==> config.mk <==
export PLATFORM = sky130hd
export DESIGN_NAME = ewt_timer
export DESIGN_NICKNAME = d
export VERILOG_FILES = /design/src/hdl/ewt_pkg.sv /design/src/hdl/ewt_timer.sv
export VERILOG_INCLUDE_DIRS = /design/src /design/src/hdl
export SDC_FILE = /design/constraint.sdc
export NUM_CORES = 1
export LEC_CHECK = 0
export ABC_AREA = 0
export ABC_CLOCK_PERIOD_IN_PS = 2000
export BUFFER_PORTS_ARGS = -buffer_cell sky130_fd_sc_hd__buf_2
export CORE_MARGIN = 10
export CORE_UTILIZATION = 34
export CTS_CLUSTER_SIZE = 24
export DETAILED_ROUTE_END_ITERATION = 8
export PLACE_DENSITY = 0.56
export SYNTH_ARGS = -nofsm -noshare
export SYNTH_HDL_FRONTEND = slang
export SYNTH_SLANG_ARGS = --single-unit
export TNS_END_PERCENT = 100
==> constraint.sdc <==
create_clock -name mclk -period 2 [get_ports mclk]
set_input_delay 0.2 -clock mclk [delete_from_list [all_inputs] [get_ports mclk]]
set_output_delay 0.2 -clock mclk [all_outputs]
set_load 0.02 [all_outputs]
==> src/hdl/ewt_defs.svh <==
`ifndef EWT_DEFS_SVH
`define EWT_DEFS_SVH

// Register byte offsets
`define EWT_OFF_SC        12'h000
`define EWT_OFF_CLK       12'h004
`define EWT_OFF_CNT       12'h008
`define EWT_OFF_MOD       12'h00c

// Status and control field positions
`define EWT_SC_TOF        7
`define EWT_SC_OVERFLOW_IRQ_ENABLE       6
`define EWT_SC_TRST       5
`define EWT_SC_HALT       4

// Clock config field positions
`define EWT_CLK_CS_LSB    4
`define EWT_CLK_PS_LSB    0

// Reset values
`define EWT_SC_RST        8'h10
`define EWT_CLK_RST       8'h00
`define EWT_MOD_RST       8'h00

// Fixed clock divider from mclk
`define EWT_FIX_DIV       8'h04

`endif

==> src/hdl/ewt_pkg.sv <==
package ewt_pkg;

  typedef enum logic [3:0] {
    EWT_SRC_BUS  = 4'b0001,
    EWT_SRC_FIX  = 4'b0010,
    EWT_SRC_EXTR = 4'b0100,
    EWT_SRC_EXTF = 4'b1000
  } ewt_src_t;

  typedef struct packed {
    logic       psel;
    logic       penable;
    logic       pwrite;
    logic [11:0] paddr;
    logic [31:0] pwdata;
  } ewt_apb_req_t;

  typedef struct packed {
    logic        pready;
    logic        pslverr;
    logic [31:0] prdata;
  } ewt_apb_rsp_t;

  typedef struct packed {
    logic        overflow_flag;
    logic        overflow_irq_enable;
    logic        halt;
    logic [1:0]  cs;
    logic [3:0]  ps;
    logic [7:0]  wrap;
    logic [7:0]  cnt;
    logic [7:0]  pre;
    logic [7:0]  fix_div;
    logic        fix_tick;
    logic        ext_q;
    logic        irq;
    logic        tof_read;
    ewt_apb_rsp_t rsp;
  } ewt_state_t;

endpackage

==> src/hdl/ewt_timer.sv <==
// The APB slave port and the register addresses were left to the implementer.
`include "ewt_defs.svh"

// Overview of operation
// - Counting clock from bus, fixed, external rising or external falling.
// - Prescaler divides chosen clock by 1,2,4,8,16,32,64 or 256.
// - At nonzero limit, wait one more tick then return counter to zero.
// - Limit zero means free run, overflow after count 0xff.
// - Overflow flag sets on the tick the counter goes to zero.
// - Interrupt asserted while overflow flag and its enable are set.
// - Control lets firmware reset, stop, pick source and prescale.
// - Count register readable; separate register holds wrap limit.
module ewt_timer (
  input  wire logic                  mclk,
  input  wire logic                  sys_rst,
  input  wire logic                  clk_en,
  input  wire ewt_pkg::ewt_apb_req_t apb_req,
  input  wire logic                  ext_ref,
  output logic                       irq,
  output ewt_pkg::ewt_apb_rsp_t      apb_rsp
);

  ewt_pkg::ewt_state_t st_r;
  ewt_pkg::ewt_state_t st_nxt;

  ////////////////////////////////////////////////////////////////////////////
  // Helpers

  function automatic logic [7:0] ps_mask(input logic [3:0] ps);
    case (ps)
      4'h0:    ps_mask = 8'h00;
      4'h1:    ps_mask = 8'h01;
      4'h2:    ps_mask = 8'h03;
      4'h3:    ps_mask = 8'h07;
      4'h4:    ps_mask = 8'h0f;
      4'h5:    ps_mask = 8'h1f;
      4'h6:    ps_mask = 8'h3f;
      default: ps_mask = 8'hff;
    endcase
  endfunction

  function automatic ewt_pkg::ewt_src_t src_dec(input logic [1:0] cs);
    case (cs)
      2'h0:    src_dec = ewt_pkg::EWT_SRC_BUS;
      2'h1:    src_dec = ewt_pkg::EWT_SRC_FIX;
      2'h2:    src_dec = ewt_pkg::EWT_SRC_EXTR;
      default: src_dec = ewt_pkg::EWT_SRC_EXTF;
    endcase
  endfunction

  ////////////////////////////////////////////////////////////////////////////
  // Next state

  logic       src_tick;
  logic       pre_tick;
  logic       wrap_pt;
  logic       acc;
  logic       wr;
  logic [7:0] wd;
  logic [7:0] rd;

  always_comb begin
    st_nxt     = st_r;
    acc        = apb_req.psel && apb_req.penable;
    wr         = acc && apb_req.pwrite;
    wd         = apb_req.pwdata[7:0];
    rd         = 8'h00;
    // Fixed clock tick
    st_nxt.fix_tick = 1'b0;
    if (st_r.fix_div == `EWT_FIX_DIV - 8'h01) begin
      st_nxt.fix_div  = 8'h00;
      st_nxt.fix_tick = 1'b1;
    end else begin
      st_nxt.fix_div = st_r.fix_div + 8'h01;
    end
    st_nxt.ext_q = ext_ref;
    case (src_dec(st_r.cs))
      ewt_pkg::EWT_SRC_BUS:  src_tick = 1'b1;
      ewt_pkg::EWT_SRC_FIX:  src_tick = st_r.fix_tick;
      ewt_pkg::EWT_SRC_EXTR: src_tick = ext_ref && !st_r.ext_q;
      ewt_pkg::EWT_SRC_EXTF: src_tick = !ext_ref && st_r.ext_q;
      default:               src_tick = 1'b0;
    endcase
    pre_tick = 1'b0;
    wrap_pt  = (st_r.wrap == 8'h00) ? (st_r.cnt == 8'hff)
                                    : (st_r.cnt == st_r.wrap);
    if (!st_r.halt && src_tick) begin
      if ((st_r.pre & ps_mask(st_r.ps)) == ps_mask(st_r.ps)) begin
        st_nxt.pre = 8'h00;
        pre_tick   = 1'b1;
      end else begin
        st_nxt.pre = st_r.pre + 8'h01;
      end
    end
    // Software side
    if (acc && !apb_req.pwrite && apb_req.paddr == `EWT_OFF_SC &&
        st_r.overflow_flag) begin
      st_nxt.tof_read = 1'b1;
    end
    if (wr) begin
      case (apb_req.paddr)
        `EWT_OFF_SC: begin
          st_nxt.overflow_irq_enable = wd[`EWT_SC_OVERFLOW_IRQ_ENABLE];
          st_nxt.halt = wd[`EWT_SC_HALT];
          if (!wd[`EWT_SC_TOF] && st_r.tof_read) begin
            st_nxt.overflow_flag      = 1'b0;
            st_nxt.tof_read = 1'b0;
          end
          if (wd[`EWT_SC_TRST]) begin
            st_nxt.cnt = 8'h00;
            st_nxt.pre = 8'h00;
            pre_tick   = 1'b0;
          end
        end
        `EWT_OFF_CLK: begin
          st_nxt.cs = wd[`EWT_CLK_CS_LSB +: 2];
          st_nxt.ps = wd[`EWT_CLK_PS_LSB +: 4];
        end
        `EWT_OFF_MOD: begin
          st_nxt.wrap = wd;
          st_nxt.cnt  = 8'h00;
          st_nxt.pre  = 8'h00;
          pre_tick    = 1'b0;
        end
        default: ;
      endcase
    end
    if (pre_tick) begin
      if (wrap_pt) begin
        st_nxt.cnt      = 8'h00;
        st_nxt.overflow_flag      = 1'b1;
        st_nxt.tof_read = 1'b0;
      end else begin
        st_nxt.cnt = st_r.cnt + 8'h01;
      end
    end
    st_nxt.irq = st_nxt.overflow_flag && st_nxt.overflow_irq_enable;
    // Read mux
    case (apb_req.paddr)
      `EWT_OFF_SC:  rd = {st_r.overflow_flag, st_r.overflow_irq_enable, 1'b0, st_r.halt, 4'h0};
      `EWT_OFF_CLK: rd = {2'b00, st_r.cs, st_r.ps};
      `EWT_OFF_CNT: rd = st_r.cnt;
      `EWT_OFF_MOD: rd = st_r.wrap;
      default:      rd = 8'h00;
    endcase
    st_nxt.rsp.pready  = 1'b1;
    st_nxt.rsp.pslverr = 1'b0;
    st_nxt.rsp.prdata  = 32'h0;
    if (apb_req.psel && !apb_req.penable) begin
      st_nxt.rsp.prdata  = {24'h0, rd};
      st_nxt.rsp.pslverr = !(apb_req.paddr == `EWT_OFF_SC ||
                             apb_req.paddr == `EWT_OFF_CLK ||
                             apb_req.paddr == `EWT_OFF_CNT ||
                             apb_req.paddr == `EWT_OFF_MOD);
    end else if (acc) begin
      st_nxt.rsp.prdata  = st_r.rsp.prdata;
      st_nxt.rsp.pslverr = st_r.rsp.pslverr;
    end
  end

  ////////////////////////////////////////////////////////////////////////////
  // State register

  always_ff @(posedge mclk or posedge sys_rst) begin
    if (sys_rst) begin
      st_r          <= '0;
      st_r.halt     <= 1'b1;
      st_r.rsp.pready <= 1'b1;
    end else if (clk_en) begin
      st_r <= st_nxt;
    end
  end

  assign irq     = st_r.irq;
  assign apb_rsp = st_r.rsp;

endmodule

# Yosys cells after proc, flatten, opt, wreduce, memory -nomap -nowiden
# Index checks and enable logic that the tools add are counted.
# W data, S select, Z words.
[op_classes] n_addsub=3 n_eq_ne=21 n_mux=34 bitwise_logic=1 n_reduce_logical=32
[op_table] op="$mux W33" n=3
[op_table] op="$mux W8" n=7
[op_table] op="$pmux W8 S7" n=1
[op_table] op="$pmux W16 S2" n=1
[op_table] op="$pmux W8 S4" n=1
[op_table] op="$add A8 B1 Y8 const B" n=3
[op_table] op="$eq A12 B4 Y1 const B" n=2
[op_table] op="$eq A4 B3 Y1 const B" n=4
[op_table] op="$eq A8 B8 Y1" n=2
[op_table] op="$mux W16" n=1
[op_table] op="$mux W1" n=15
[op_table] op="$eq A12 B3 Y1 const B" n=1
[op_table] op="$eq A4 B2 Y1 const B" n=3
[op_table] op="$logic_not A12 Y1" n=1
[op_table] op="$pmux W4 S3" n=1
[op_table] op="$logic_and A1 B1 Y1" n=11
[op_table] op="$reduce_and A3 Y1" n=3
[op_table] op="$and A8 B8 Y8" n=1
[op_table] op="$eq A4 B1 Y1 const B" n=2
[op_table] op="$eq A8 B2 Y1 const B" n=1
[op_table] op="$eq A8 B8 Y1 const B" n=1
[op_table] op="$logic_not A8 Y1" n=1
[op_table] op="$logic_not A1 Y1" n=7
[op_table] op="$mux W6" n=1
[op_table] op="other kinds (15)" n=17
[word_totals] register_bits=78 input_bits=51 output_inout_bits=35 wordCells=106

# Depth between registers and ports, before layout
[depth] word_depth=16 depth_mapped=8 ltp_nobuf=6

# Least setup slack after synthesis
# Ideal clock, no wire load.
[synth_timing] kind="reg2reg" from="register st_r[38] (netlist name)" to="register st_r[40] (netlist name)" setup_time_ns=0.118 t_arrival_ns=1.750 required_ns=1.882 slack_ns=0.131 stages_incl_launch_ff=6 path_buffers=0 period_less_slack_ns=1.869 path_cell_list="dfrtp_1 ha_1 or4b_2 nor4_1 nor3_1 a21o_1"
[synth_between] elab_chain_cells=2 word_cells_on_any_way=3 classes_between="1 x add/sub; 1 x eq/ne; 1 x mux"
[synth_lines] element="start: declaration" line="ewt_timer.sv:23" source="ewt_pkg::ewt_state_t st_r;"
[synth_lines] element="start signal: assignment" line="ewt_timer.sv:170" source="st_r <= st_nxt;"
[synth_lines] element="$add A8 B1 Y8 or $eq A8 B2 Y1 (tied branches)" line="ewt_timer.sv:74, ewt_timer.sv:70"
[synth_lines] element="$mux W8 *" line="ewt_timer.sv:70" source="if (st_r.fix_div == `EWT_FIX_DIV - 8'h01) begin"
# Mark *: on every way between the ends. The rest lies on a longest branch, timed or not.
# A chain may end at the register's enable or synchronous reset.

# Worst setup path in the final report
[layout_timing] from="register st_r[66] (netlist name)" to="register st_r[59] (netlist name)"
[layout_between] elab_chain_cells=4 word_cells_on_any_way=5 classes_between="1 x eq/ne; 3 x mux; 1 x reduce/logical"
[layout_lines] element="$eq A8 B8 Y1 or $logic_not A8 Y1 (tied branches)" line="ewt_timer.sv:86, ewt_timer.sv:85"
[layout_lines] element="$mux W1 *" line="ewt_timer.sv:85" source="wrap_pt = (st_r.wrap == 8'h00) ? (st_r.cnt == 8'hff)"
[layout_lines] element="$mux W8 *" line="ewt_timer.sv:129" source="if (wrap_pt) begin"
[layout_lines] element="$mux W8 *" line="ewt_timer.sv:128" source="if (pre_tick) begin"
# Marks and branches as above.

==> results.py <==
metrics = {
    "clocking": {
        "cts.sinks": 54,
        "clockRootBuffer": "clkbuf_8",
        "cts.path.max_buffers": 2,
        "path_clk_slew_ns": 0.11,
        "cts_buffers": 5,
        "clkLatencyLatePin_ns": 0.30,
        "htree_num_levels": 2,
        "cts_tree": "done",
    },
    "logic_synthesis": {
        "synth_area_leaders": "dfrtp_1 41%, buf_4 7.9%, mux2_2 7.6%",
        "synth_top_area_share_pct": 40.8,
        "yosysWarningCount": 0,
        "netlist_instances": 337,
        "yosys.area.top_type": "dfrtp_1",
        "ys_seq_area_share_pct": 41.6,
        "yosysUniqueCellTypes": 57,
        "postSynth.asyncResetShare_pct": 100,
        "syn_avg_cell_area_um2": 9.65,
        "synth_flop_cell": "dfrtp_1",
        "synth_edf_count": 0,
        "ys_ff_latch": 54,
        "netlist_area_um2": 3250,
    },
    "sta": {
        "setup-violations-final": 0,
        "fin_crit_sh_pct": 96.8,
        "tns_ns": 0,
        "worst_pin_slew_ns": 0.527,
        "rsz0062_at_grt": "true",
        "skew_ns": 0.00661,
        "slew_viol_final": 0,
        "setup_slack_ns": 0.0632,
        "hold_viol": 0,
        "relSlewSlack_pct": 64.8,
        "fmax_mhz": 516,
        "finalCriticalPeriod_ns": 1.94,
    },
    "detailed_routing": {
        "first_iter_violations": 119,
        "vias": 2593,
        "drt-total-wl_um": 8060,
        "wl_met2_um": 3850,
        "dr.pass1.iters": 4,
        "wl_met3_um": 582,
        "via_per_inst": 4.97,
        "wl_per_cell_um": 15.4,
        "antenna_left": 0,
        "top_layer": "met4",
        "drc": 0,
        "wl_met1_um": 3570,
    },
    "critical_path": {
        "r2r_slack_ns": 0.06,
        "crit_type": "reg2reg",
        "cp_slowest_stage_delay_ns": 0.42,
        "crit_buf_inv": 1,
        "crit_family": "compound AO/OA/AOI/OAI gates",
        "r2r-start": "st_r[66]$_DFFE_PP0P_",
        "rr_worst_depth": 7,
        "worstPathArrival_ns": 2.12,
        "path_common_cell": "o22ai_1",
        "rr_endpoint": "st_r[59]$_DFFE_PP0P_",
        "start_kind": "flop",
        "cp_max_fo": 7,
        "critPathSlowestCell": "dfrtp_1",
        "endpoint_kind": "flop",
        "cp.required_ns": 2.19,
        "path_cells": "nor4_4 -> a22oi_1 -> o22ai_1 -> o2111ai_4 -> buf_6 -> a311oi_2 -> o22ai_1",
    },
    "placement": {
        "dpl.hpwl_um": 6360,
        "place_inst": 512,
        "gp_congestion": 0.870,
        "port_buffers": 36,
        "dp_slack_ns": -0.0593,
    },
    "status": {
        "status": "finished clean",
    },
    "layout": {
        "diodes": 0,
        "drive_above_1_share_pct": 30.3,
        "final-instance-count-excl-fill": 522,
        "fin_nets": 446,
        "synthToLayoutAreaGrowth_pct": 17.7,
    },
    "floorplanning": {
        "die_y_um": 118,
        "rows": 35,
        "initial_utilization_pct": 35.0,
        "pin_count": 86,
        "die_w_um": 118,
        "die_area_um2": 13900,
        "coreArea_um2": 9280,
    },
    "global_routing": {
        "antenna_found_initial": 0,
        "grt_max_degree": 33,
        "grt_pass1_vias": 2611,
        "grt_usage_pct": 11.3,
        "grt-ovfl-total": 0,
        "grt_pass1_wl_um": 13300,
    },
    "hold_path": {
        "min_to": "st_r[73]$_DFFE_PP0P_",
        "hold_path_startpoint": "apb_req[3]",
        "min_path_type": "in2reg",
        "hold_path_depth": 2,
    },
    "job": {
        "max-cap-violations": 0,
    },
    "power": {
        "power_mw": 3.07,
        "powerDensity_nw_per_um2": 804,
        "ir_worst_vdd_mv": 0.371,
        "p_leak_nw": 1.77,
    },
}
==> logic make-up after synthesis <==
| group | after synthesis | share of synthesized area, % |
|---|---|---|
| simple gates | 111 | 18.7 |
| compound gates | 75 | 15.5 |
| flops | 54 | 41.6 |
| buf+inv | 54 | 10.5 |
| mux | 23 | 8.31 |
| xor+xnor | 15 | 4.04 |
| fa+ha+maj | 3 | 1.15 |
| other cells | 2 | 0.231 |
==> worst max path at each step <==
stage                              start              endpoint  slack [ns]  cells after the start
global placement             apb_req[41]  st_r[62]$_DFFE_PP0P_       0.003                      6
finish              st_r[66]$_DFFE_PP0P_  st_r[59]$_DFFE_PP0P_        0.06                      7
detailed placement           apb_req[41]  st_r[69]$_DFFE_PP0P_       -0.06                      6
global route        st_r[66]$_DFFE_PP0P_  st_r[58]$_DFFE_PP0P_       -0.04                      7
CTS                 st_r[67]$_DFFE_PP0P_  st_r[58]$_DFFE_PP0P_       0.002                      7
floorplan           st_r[38]$_DFFE_PP0P_  st_r[40]$_DFFE_PP0P_        0.13                      5
==> metal layers <==
layer	vias up	track usage [%]
li1	1265	-
met1	1250	14.9
met2	74	18.2
met3	4	2.73
met4	0	2.78
met5	-	0
==> through the flow <==
step / utilization [%] / hold slack, ns / cell area, µm²
after floorplan: - / 0.333 / 3340
after CTS: 40.6 / 0.121 / 3770
after global routing: 41.2 / 0.117 / 3830
final: 41.2 / 0.134 / 3830
after global placement: 39.0 / 0.271 / 3620
after detailed placement: 39.0 / 0.278 / 3620
==> flip-flops by register name, summed over array words and instances, names as in the netlist <==
register and flops:
apb_rsp 9, st_r 44, irq 1
==> placed cells by master (no fill, tap or decap), types with 10 or more instances in the layout <==
master / count
dfrtp_1: 52
buf_2: 36
nand2_1: 33
buf_4: 28
conb_1: 25
nor2_1: 22
mux2_2: 22
o21ai_0: 22
nand3_1: 11
xnor2_1: 10
a22oi_1: 10
==> Yosys cell counts (8+ instances only) <==
library cell	count
a21oi_1	10
xnor2_1	10
o21ai_0	22
buf_4	34
nor2_1	22
mux2_2	22
nand4_1	8
nand2_1	33
inv_1	10
a22oi_1	10
nand3_1	12
dfrtp_1	53
==> layout make-up <==
| cell class | instances | area [µm²] |
|---|---|---|
| clock inverter | 3 | 68.8 |
| clock buffer | 5 | 68.8 |
| timing repair buffer | 68 | 443 |
| sequential | 54 | 1350 |
| inverter | 11 | 41.3 |
| fill | 959 | 5460 |
| tap | 129 | 161 |
| multi-input combinational | 252 | 1690 |
==> where the power goes <==
group / leakage, nW / internal [mW] / switching, mW / total [mW]
combinational: 0.994 / 0.372 / 0.429 / 0.801
sequential: 0.709 / 1.22 / 0.168 / 1.39
clock: 0.0683 / 0.502 / 0.379 / 0.881
total: 1.77 / 2.10 / 0.976 / 3.07
==> timing repair <==
item	in CTS	in global routing
buffers inserted	0	1
hold buffers	1	0
endpoints found under the setup margin	6	11
gates resized for setup	1	10
hold endpoints to repair	22	0
pin swaps	1	6
==> worst reg2reg max path, cell delays in order (launching register included) <==
cell and delay (ns):
dfrtp_1 0.42, nor4_4 0.40, a22oi_1 0.12, o22ai_1 0.25, o2111ai_4 0.17, buf_6 0.18
a311oi_2 0.19, o22ai_1 0.09
Note: power is estimated with default switching activity, not from simulation.
